<file path="src/hw/power_state_pkg.sv">
// Package with the state codes, carriers and constants of the power state sequencer.
package power_state_pkg;

    localparam int STATE_WIDTH = 6;
    localparam int MESSAGE_WIDTH = 16;

    typedef enum logic [STATE_WIDTH-1:0] {
        ST_NORMAL      = 6'h01,
        ST_AUTO_HALT   = 6'h02,
        ST_QUICK_START = 6'h04,
        ST_DEEP_SLEEP  = 6'h08,
        ST_OFF         = 6'h10,
        ST_SNOOP       = 6'h20
    } power_state_type;

    localparam power_state_type STATE_RESET = ST_NORMAL;

    // Message codes carried in the data phase of the special cycle.
    localparam logic [MESSAGE_WIDTH-1:0] HALT_MESSAGE = 16'h0001;
    localparam logic [MESSAGE_WIDTH-1:0] STOP_GRANT_MESSAGE = 16'h0002;
    localparam logic [MESSAGE_WIDTH-1:0] MESSAGE_RESET = 16'h0000;

    // Input clock is called stopped after this many system cycles without an edge.
    localparam int CLOCK_STOP_CYCLES = 16;

    typedef struct packed {
        logic valid;
        logic [MESSAGE_WIDTH-1:0] message;
    } special_cycle_type;

    localparam special_cycle_type SPECIAL_CYCLE_RESET = '{valid: 1'b0, message: MESSAGE_RESET};

    // Pins from the platform; active-low ones idle high.
    typedef struct packed {
        logic clock_halt_request_n;
        logic deep_idle_request_n;
        logic input_clock_pin;
        logic maskable_irq_line;
        logic nonmaskable_irq;
        logic system_mgmt_irq_n;
        logic warm_restart_n;
        logic reset_n;
        logic power_good;
    } pin_bundle_type;

    localparam pin_bundle_type PINS_RESET = '{
        clock_halt_request_n: 1'b1,
        deep_idle_request_n: 1'b1,
        input_clock_pin: 1'b0,
        maskable_irq_line: 1'b0,
        nonmaskable_irq: 1'b0,
        system_mgmt_irq_n: 1'b1,
        warm_restart_n: 1'b1,
        reset_n: 1'b1,
        power_good: 1'b1
    };

endpackage

</file>
<file path="src/hw/pin_synchronizer.sv">
// Two-stage synchronizer for a bundle of asynchronous pins.
`timescale 1ns/1ps
`default_nettype none
module pin_synchronizer #(
    parameter int WIDTH = 1,
    parameter logic [WIDTH-1:0] RESET_VALUE = '0
) (
    input wire logic clk_i,
    input wire logic rst_i,
    input wire logic [WIDTH-1:0] async_i,
    output logic [WIDTH-1:0] sync_o
);

    logic [WIDTH-1:0] stage1_reg;
    logic [WIDTH-1:0] stage2_reg;

    if (WIDTH < 1) begin : g_width_check
        $error("pin_synchronizer needs WIDTH of at least one.");
    end

    // The first stage feeds the second stage only, so metastability cannot spread.
    always_ff @(posedge clk_i) begin
        if (rst_i) begin
            stage1_reg <= RESET_VALUE;
            stage2_reg <= RESET_VALUE;
        end else begin
            stage1_reg <= async_i;
            stage2_reg <= stage1_reg;
        end
    end

    assign sync_o = stage2_reg;

endmodule // pin_synchronizer
`default_nettype wire

</file>
<file path="src/hw/processor_power_state_machine.sv">
// Processor power state sequencer with halt and stop-grant special cycle requests.
`timescale 1ns/1ps
`default_nettype none
module processor_power_state_machine #(
    parameter int CLOCK_STOP_CYCLES = power_state_pkg::CLOCK_STOP_CYCLES,
    parameter logic [power_state_pkg::MESSAGE_WIDTH-1:0] HALT_MESSAGE =
        power_state_pkg::HALT_MESSAGE,
    parameter logic [power_state_pkg::MESSAGE_WIDTH-1:0] STOP_GRANT_MESSAGE =
        power_state_pkg::STOP_GRANT_MESSAGE
) (
    input wire logic SYS_CLK_I,
    input wire logic SYS_RST_I,
    input wire logic IDLE_INSTRUCTION_I,
    input wire logic SNOOP_EVENT_I,
    input wire logic SNOOP_SERVICED_I,
    input wire logic SPECIAL_CYCLE_DONE_I,
    input wire logic CLOCK_HALT_REQUEST_N_I,
    input wire logic DEEP_IDLE_REQUEST_N_I,
    input wire logic INPUT_CLOCK_PIN_I,
    input wire logic MASKABLE_IRQ_LINE_I,
    input wire logic NONMASKABLE_IRQ_I,
    input wire logic SYSTEM_MGMT_IRQ_N_I,
    input wire logic WARM_RESTART_N_I,
    input wire logic RESET_N_I,
    input wire logic POWER_GOOD_I,
    output logic [power_state_pkg::STATE_WIDTH-1:0] POWER_STATE_O,
    output logic CORE_IDLE_O,
    output logic SPECIAL_CYCLE_VALID_O,
    output logic [power_state_pkg::MESSAGE_WIDTH-1:0] SPECIAL_CYCLE_MESSAGE_O,
    output logic SNOOP_SERVICE_O,
    output logic INPUT_CLOCK_RUNNING_O
);

    localparam int COUNT_WIDTH = $clog2(CLOCK_STOP_CYCLES + 1);
    localparam logic [COUNT_WIDTH-1:0] STOP_LIMIT = COUNT_WIDTH'(CLOCK_STOP_CYCLES);
    localparam logic [COUNT_WIDTH-1:0] COUNT_ZERO = '0;
    localparam logic [COUNT_WIDTH-1:0] COUNT_ONE = COUNT_WIDTH'(1);

    if (CLOCK_STOP_CYCLES < 2) begin : g_stop_check
        $error("CLOCK_STOP_CYCLES must be at least two system cycles.");
    end

    if (HALT_MESSAGE == STOP_GRANT_MESSAGE) begin : g_message_check
        $error("Halt and stop-grant messages must differ.");
    end

    power_state_pkg::pin_bundle_type pins_async;
    power_state_pkg::pin_bundle_type pins;
    power_state_pkg::power_state_type state_reg;
    power_state_pkg::power_state_type state_next;
    power_state_pkg::special_cycle_type cycle_reg;
    logic core_idle_reg;
    logic core_idle_next;
    logic halt_pending_reg;
    logic stop_grant_done_reg;
    logic clock_level_reg;
    logic [COUNT_WIDTH-1:0] quiet_count_reg;
    logic clock_running;
    logic clock_halt_active;
    logic deep_idle_active;
    logic halt_break;
    logic cycle_finished;
    logic enter_auto_halt;
    logic launch_stop_grant;
    logic leave_stop_grant_window;

    function automatic logic is_stop_grant_window(input power_state_pkg::power_state_type st);
        is_stop_grant_window = (st == power_state_pkg::ST_NORMAL) ||
                               (st == power_state_pkg::ST_AUTO_HALT);
    endfunction

    assign pins_async = '{
        clock_halt_request_n: CLOCK_HALT_REQUEST_N_I,
        deep_idle_request_n: DEEP_IDLE_REQUEST_N_I,
        input_clock_pin: INPUT_CLOCK_PIN_I,
        maskable_irq_line: MASKABLE_IRQ_LINE_I,
        nonmaskable_irq: NONMASKABLE_IRQ_I,
        system_mgmt_irq_n: SYSTEM_MGMT_IRQ_N_I,
        warm_restart_n: WARM_RESTART_N_I,
        reset_n: RESET_N_I,
        power_good: POWER_GOOD_I
    };

    pin_synchronizer #(
        .WIDTH($bits(power_state_pkg::pin_bundle_type)),
        .RESET_VALUE(power_state_pkg::PINS_RESET)
    ) u_pin_sync (
        .clk_i(SYS_CLK_I),
        .rst_i(SYS_RST_I),
        .async_i(pins_async),
        .sync_o(pins)
    );

    assign clock_halt_active = !pins.clock_halt_request_n;
    assign deep_idle_active = !pins.deep_idle_request_n;
    assign halt_break = pins.maskable_irq_line || pins.nonmaskable_irq ||
                        !pins.system_mgmt_irq_n || !pins.warm_restart_n ||
                        !pins.reset_n;

    // The input clock is far slower to be trusted than sampled, so it is judged by
    // edge activity; a stop is only seen after the quiet window, which delays Deep Sleep.
    always_ff @(posedge SYS_CLK_I) begin
        if (SYS_RST_I) begin
            clock_level_reg <= 1'b0;
            quiet_count_reg <= COUNT_ZERO;
        end else begin
            clock_level_reg <= pins.input_clock_pin;
            if (clock_level_reg != pins.input_clock_pin) begin
                quiet_count_reg <= COUNT_ZERO;
            end else if (quiet_count_reg != STOP_LIMIT) begin
                quiet_count_reg <= quiet_count_reg + COUNT_ONE;
            end
        end
    end

    assign clock_running = (quiet_count_reg != STOP_LIMIT);

    assign cycle_finished = cycle_reg.valid && SPECIAL_CYCLE_DONE_I;
    assign enter_auto_halt = (state_reg == power_state_pkg::ST_NORMAL) && IDLE_INSTRUCTION_I &&
                             pins.power_good;
    // A stop-grant starts only on an idle bus, so the cycle that finishes a grant
    // cannot launch the same grant again before the done flag is seen.
    assign launch_stop_grant = is_stop_grant_window(state_reg) && clock_halt_active &&
                               !stop_grant_done_reg && !halt_pending_reg &&
                               !cycle_reg.valid;
    assign leave_stop_grant_window = !is_stop_grant_window(state_next);

    always_comb begin
        state_next = state_reg;
        core_idle_next = core_idle_reg;
        if (!pins.power_good) begin
            state_next = power_state_pkg::ST_OFF;
            core_idle_next = 1'b0;
        end else begin
            unique case (state_reg)
                power_state_pkg::ST_NORMAL: begin
                    if (clock_halt_active && stop_grant_done_reg) begin
                        state_next = power_state_pkg::ST_QUICK_START;
                    end else if (IDLE_INSTRUCTION_I) begin
                        state_next = power_state_pkg::ST_AUTO_HALT;
                        core_idle_next = 1'b1;
                    end
                end
                power_state_pkg::ST_AUTO_HALT: begin
                    if (halt_break) begin
                        state_next = power_state_pkg::ST_NORMAL;
                        core_idle_next = 1'b0;
                    end else if (clock_halt_active && stop_grant_done_reg) begin
                        state_next = power_state_pkg::ST_QUICK_START;
                    end else if (SNOOP_EVENT_I) begin
                        state_next = power_state_pkg::ST_SNOOP;
                    end
                end
                power_state_pkg::ST_QUICK_START: begin
                    if (!clock_halt_active) begin
                        state_next = core_idle_reg ? power_state_pkg::ST_AUTO_HALT :
                                                     power_state_pkg::ST_NORMAL;
                    end else if (deep_idle_active && !clock_running) begin
                        state_next = power_state_pkg::ST_DEEP_SLEEP;
                    end else if (SNOOP_EVENT_I) begin
                        state_next = power_state_pkg::ST_SNOOP;
                    end
                end
                power_state_pkg::ST_DEEP_SLEEP: begin
                    // Clock-halt changes alone do not move Deep Sleep.
                    if (!deep_idle_active && clock_running) begin
                        state_next = power_state_pkg::ST_QUICK_START;
                    end
                end
                power_state_pkg::ST_SNOOP: begin
                    if (SNOOP_SERVICED_I) begin
                        state_next = core_idle_reg ? power_state_pkg::ST_AUTO_HALT :
                                                     power_state_pkg::ST_QUICK_START;
                    end
                end
                power_state_pkg::ST_OFF: begin
                    if (pins.reset_n) begin
                        state_next = power_state_pkg::ST_NORMAL;
                        core_idle_next = 1'b0;
                    end
                end
                default: begin
                    state_next = power_state_pkg::ST_NORMAL;
                    core_idle_next = 1'b0;
                end
            endcase
        end
    end

    // Each state holds one code; requests outside their state fall through unchanged.
    always_ff @(posedge SYS_CLK_I) begin
        if (SYS_RST_I) begin
            state_reg <= power_state_pkg::STATE_RESET;
        end else begin
            state_reg <= state_next;
        end
    end

    always_ff @(posedge SYS_CLK_I) begin
        if (SYS_RST_I) begin
            core_idle_reg <= 1'b0;
        end else begin
            core_idle_reg <= core_idle_next;
        end
    end

    // A halt arriving while a stop-grant is on the bus waits here, so the halt
    // announcement is never dropped behind the earlier message.
    always_ff @(posedge SYS_CLK_I) begin
        if (SYS_RST_I) begin
            halt_pending_reg <= 1'b0;
        end else if (!pins.power_good) begin
            halt_pending_reg <= 1'b0;
        end else if (enter_auto_halt && !(clock_halt_active && stop_grant_done_reg)) begin
            halt_pending_reg <= 1'b1;
        end else if (!cycle_reg.valid || cycle_finished) begin
            halt_pending_reg <= 1'b0;
        end
    end

    always_ff @(posedge SYS_CLK_I) begin
        if (SYS_RST_I) begin
            cycle_reg <= power_state_pkg::SPECIAL_CYCLE_RESET;
        end else if (!pins.power_good) begin
            cycle_reg <= power_state_pkg::SPECIAL_CYCLE_RESET;
        end else if (halt_pending_reg && (!cycle_reg.valid || cycle_finished)) begin
            cycle_reg <= '{valid: 1'b1, message: HALT_MESSAGE};
        end else if (launch_stop_grant) begin
            cycle_reg <= '{valid: 1'b1, message: STOP_GRANT_MESSAGE};
        end else if (cycle_finished) begin
            cycle_reg <= power_state_pkg::SPECIAL_CYCLE_RESET;
        end
    end

    // The grant stays good only while the request is held; a request that drops
    // and returns costs a fresh stop-grant cycle.
    always_ff @(posedge SYS_CLK_I) begin
        if (SYS_RST_I) begin
            stop_grant_done_reg <= 1'b0;
        end else if (cycle_finished && (cycle_reg.message == STOP_GRANT_MESSAGE) &&
                     clock_halt_active && is_stop_grant_window(state_reg)) begin
            stop_grant_done_reg <= 1'b1;
        end else if (!clock_halt_active || leave_stop_grant_window || !pins.power_good) begin
            stop_grant_done_reg <= 1'b0;
        end
    end

    assign POWER_STATE_O = state_reg;
    assign CORE_IDLE_O = core_idle_reg;
    assign SPECIAL_CYCLE_VALID_O = cycle_reg.valid;
    assign SPECIAL_CYCLE_MESSAGE_O = cycle_reg.message;
    assign SNOOP_SERVICE_O = (state_reg == power_state_pkg::ST_SNOOP);
    assign INPUT_CLOCK_RUNNING_O = clock_running;

endmodule // processor_power_state_machine
`default_nettype wire

</file>
<file path="config.mk">
export PLATFORM = sky130hd
export DESIGN_NAME = processor_power_state_machine
export DESIGN_NICKNAME = d
export VERILOG_FILES = /design/src/hw/power_state_pkg.sv /design/src/hw/pin_synchronizer.sv /design/src/hw/processor_power_state_machine.sv
export SDC_FILE = /design/constraint.sdc
export NUM_CORES = 1
export LEC_CHECK = 0
export ABC_AREA = 1
export ABC_CLOCK_PERIOD_IN_PS = 1700
export BUFFER_PORTS_ARGS = -buffer_cell sky130_fd_sc_hd__buf_2
export CORE_UTILIZATION = 30
export DETAILED_ROUTE_END_ITERATION = 16
export RECOVER_POWER = 100
export SYNTH_ARGS = -nofsm -noshare
export SYNTH_HDL_FRONTEND = slang
export SYNTH_HIERARCHICAL = 1
export SYNTH_SLANG_ARGS = --single-unit
</file>
<file path="constraint.sdc">
create_clock -name SYS_CLK_I -period 1.7 [get_ports SYS_CLK_I]
set_clock_uncertainty 0.1 [all_clocks]
set_input_delay 0.34 -clock SYS_CLK_I [delete_from_list [all_inputs] [get_ports SYS_CLK_I]]
set_output_delay 0.34 -clock SYS_CLK_I [all_outputs]
set_load 0.01 [all_outputs]
</file>
==> results.sh <==
export IMPL_status="completed"
export IMPL_p_clk_share_pct=34.3
export IMPL_grt_pass1_vias=1428
export IMPL_post_route_period_util_pct=95.6
export IMPL_min_to="u_pin_sync/stage1_reg[7]"
export IMPL_r2r_start="quiet_count_reg[0]"
export IMPL_r2r_setup_slack_ps=120
export IMPL_drv_slew=0
export IMPL_totalPowerFinal_mw=1.80
export IMPL_pwr_share_comb_pct=14.8
export IMPL_yosys_area_top_type_share_pct=39.5
export IMPL_clkLatencyLatePin_ps=280
export IMPL_pre_cts_ws_ps=116
export IMPL_crit_family="flip-flops"
export IMPL_areaGrowthSynthToFinish_pct=16.1
export IMPL_cts_root_buf="clkbuf_8"
export IMPL_hold_viol=0
export IMPL_drt_initial_drc_count=103
export IMPL_via_count=1546
export IMPL_setup_tns_ps=0
export IMPL_grt_max_degree=14
export IMPL_worstHoldStart="DEEP_IDLE_REQUEST_N_I"
export IMPL_syn_area_um2=1820
export IMPL_dp_hpwl_um=2830
export IMPL_ys_seq_area_share_pct=39.5
export IMPL_reg2reg_depth=12
export IMPL_synth_seq_cells=36
export IMPL_critPathMaxFanout=3
export IMPL_p_per_area_nw_per_um2=851
export IMPL_critPathBufInv=3
export IMPL_critPathKind="reg2out"
export IMPL_synth_edf_count=0
export IMPL_end_kind="output port"
export IMPL_gp_congestion=0.850
export IMPL_p_sw_share_pct=29.6
export IMPL_initial_core_util_pct=31.0
export IMPL_worstReg2RegEnd="stop_grant_done_reg"
export IMPL_ant_nets=0
export IMPL_ctsHoldBuffers=0
export IMPL_grt_antenna_before_repair=0
export IMPL_yosysUniqueCellTypes=32
export IMPL_core_um2=5890
export IMPL_ios=41
export IMPL_synth_top_cells_by_count="inv_1 (46), nand2_1 (46), dfxtp_1 (36), nor2_1 (36), buf_4 (14)"
export IMPL_max_slew_margin_rel_pct=58.5
export IMPL_cts_sinks=36
export IMPL_tritoncts="built"
export IMPL_cts_htree_levels=2
export IMPL_grt_pass1_wl_um=6040
export IMPL_cts_buffers=5
export IMPL_drv_cap=0
export IMPL_fin_nets=306
export IMPL_async_flop_share_pct=0
export IMPL_post_route_worst_setup_slack_ps=74.1
export IMPL_drt_total_wl_um=3640
export IMPL_crit_required_ps=1260
export IMPL_p_int_mw=1.27
export IMPL_die_area_um2=6390
export IMPL_irDropWorstVdd_uv=407
export IMPL_crit_arrival_ps=1190
export IMPL_start_kind="flip-flop"
export IMPL_drc_errors=0
export IMPL_yosys_area_top_type="dfxtp_1"
export IMPL_cts_buffer_depth=2
export IMPL_wl_per_cell_um=9.98
export IMPL_track_usage_pct=12.3
export IMPL_syn_inst=254
export IMPL_first_pass_iters=4
export IMPL_drive_above_1_share_pct=25.2
export IMPL_p_seq_share_pct=50.9
export IMPL_yosys_warnings=6
export IMPL_diodes=0
export IMPL_fmax_mhz=615
export IMPL_grt_overflow=0
export IMPL_min_path_cells=3
export IMPL_rsz0062_at_grt="false"
export IMPL_portBuffers=26
export IMPL_setup_viol=0
export IMPL_avgViaCountPerCell=4.24
export IMPL_clk_pin_slew_worst_paths_ps=80
export IMPL_leakagePower_nw=1.04
export IMPL_die_w_um=80.0
export IMPL_tightest_slew_ps=616
export IMPL_fin_crit_ps=1630
export IMPL_num_rows=28
export IMPL_synthTopCellsByArea="dfxtp_1 (40%), inv_1 (9.5%), nand2_1 (9.5%)"
export IMPL_p_switching_uw=533
export IMPL_synth_main_ff_cell="dfxtp_1"
export IMPL_hp_class="in2reg"
export IMPL_syn_avg_cell_area_um2=7.18
export IMPL_path_cells="inv_1 > ha_1 > nand2_1 > inv_2 > nand2_2 > buf_2"
export IMPL_die_h_um=80.0
export IMPL_crit_slowest_cell="dfxtp_1"
export IMPL_slowest_delay_ps=330
-- placed cells by master, fill, tap and decap left out, types with 4 or more instances in the layout --
cell / count
a21oi_1: 10
buf_2: 21
clkbuf_1: 9
clkbuf_8: 5
conb_1: 14
dfxtp_1: 32
inv_1: 44
inv_2: 6
nand2_1: 44
nand2_2: 7
nand3_1: 13
nand3_2: 4
nor2_1: 33
nor2_2: 8
nor2_4: 5
-- stage by stage --
stage / utilization [%] / cells / cell area, um^2 / hold WS (ps)
3_5_place_dp: 34.2 / 357 / 2010 / 292
3_3_place_gp: 34.2 / 357 / 2010 / 291
2_1_floorplan: - / 267 / 1870 / 286
4_1_cts: 35.8 / 365 / 2110 / 115
5_1_grt: 35.9 / 365 / 2120 / 127
6_report: 35.9 / 365 / 2120 / 125
-- power groups by stage --
stage               combinational [mW]  sequential [mW]  clock (mW)
floorplan                        0.209            0.938           0
global placement                 0.275            0.933           0
detailed placement               0.274            0.935           0
CTS                              0.276            0.915       0.634
global route                     0.307            0.922       0.673
finish                           0.267            0.916       0.617
-- layer usage --
layer | track usage, % | wire (um) | vias up
met2 | 20.2 | 1730 | 45
met5 | 0 | 0 | -
met4 | 5.00 | 47 | 0
met1 | 15.4 | 1690 | 683
met3 | 2.86 | 177 | 6
li1 | - | - | 812
-- layout make-up --
| cell class | count | area, um^2 |
|---|---|---|
| multi-input cells | 164 | 862 |
| repair buffers | 31 | 146 |
| clock buffers | 5 | 68.8 |
| clock inverters | 3 | 23.8 |
| well taps | 75 | 93.8 |
| flip-flops and latches | 36 | 728 |
| fillers | 655 | 3770 |
| inverters | 51 | 193 |
-- kinds of logic (layout without fill, tap and decap cells) --
logic type	Yosys count	count (layout)	synth area share, %
simple gates	126	126	33.9
xor+xnor	2	2	0.961
flops	36	36	39.5
other cells	1	14	0.206
compound gates	20	20	6.86
fa+ha+maj	2	2	1.37
buf+inv	67	90	17.2
-- timing repair --
action / 4_1_cts / 5_1_grt
pin swaps: 0 / 1
setup endpoints to repair: 1 / 3
resized for setup: 1 / 15
buffers inserted: 0 / 0
-- worst reg2reg max path, stage by stage, from the launching register on --
cell and delay, ps:
dfxtp_1 330, inv_1 50, ha_1 180, nand2_1 70, inv_2 60, a21oi_2 130, nand2_1 60, nand2_1 80
nor2_2 60, a21oi_2 170, nor2_2 50, nand3_2 70, a21oi_2 40
-- how the worst max path moves through the flow --
| stage | start | endpoint | slack [ps] | cells after the start |
|---|---|---|---|---|
| 5_1_grt | quiet_count_reg[0] | INPUT_CLOCK_RUNNING_O | 3 | 6 |
| 6_report | quiet_count_reg[0] | INPUT_CLOCK_RUNNING_O | 70 | 6 |
| 2_1_floorplan | quiet_count_reg[0] | stop_grant_done_reg | 180 | 12 |
| 3_3_place_gp | POWER_STATE_O[0] | stop_grant_done_reg | 120 | 10 |
| 3_5_place_dp | POWER_STATE_O[0] | stop_grant_done_reg | 120 | 10 |
| 4_1_cts | quiet_count_reg[1] | INPUT_CLOCK_RUNNING_O | 4 | 6 |
No activity file was read; power rests on OpenSTA's default activity.
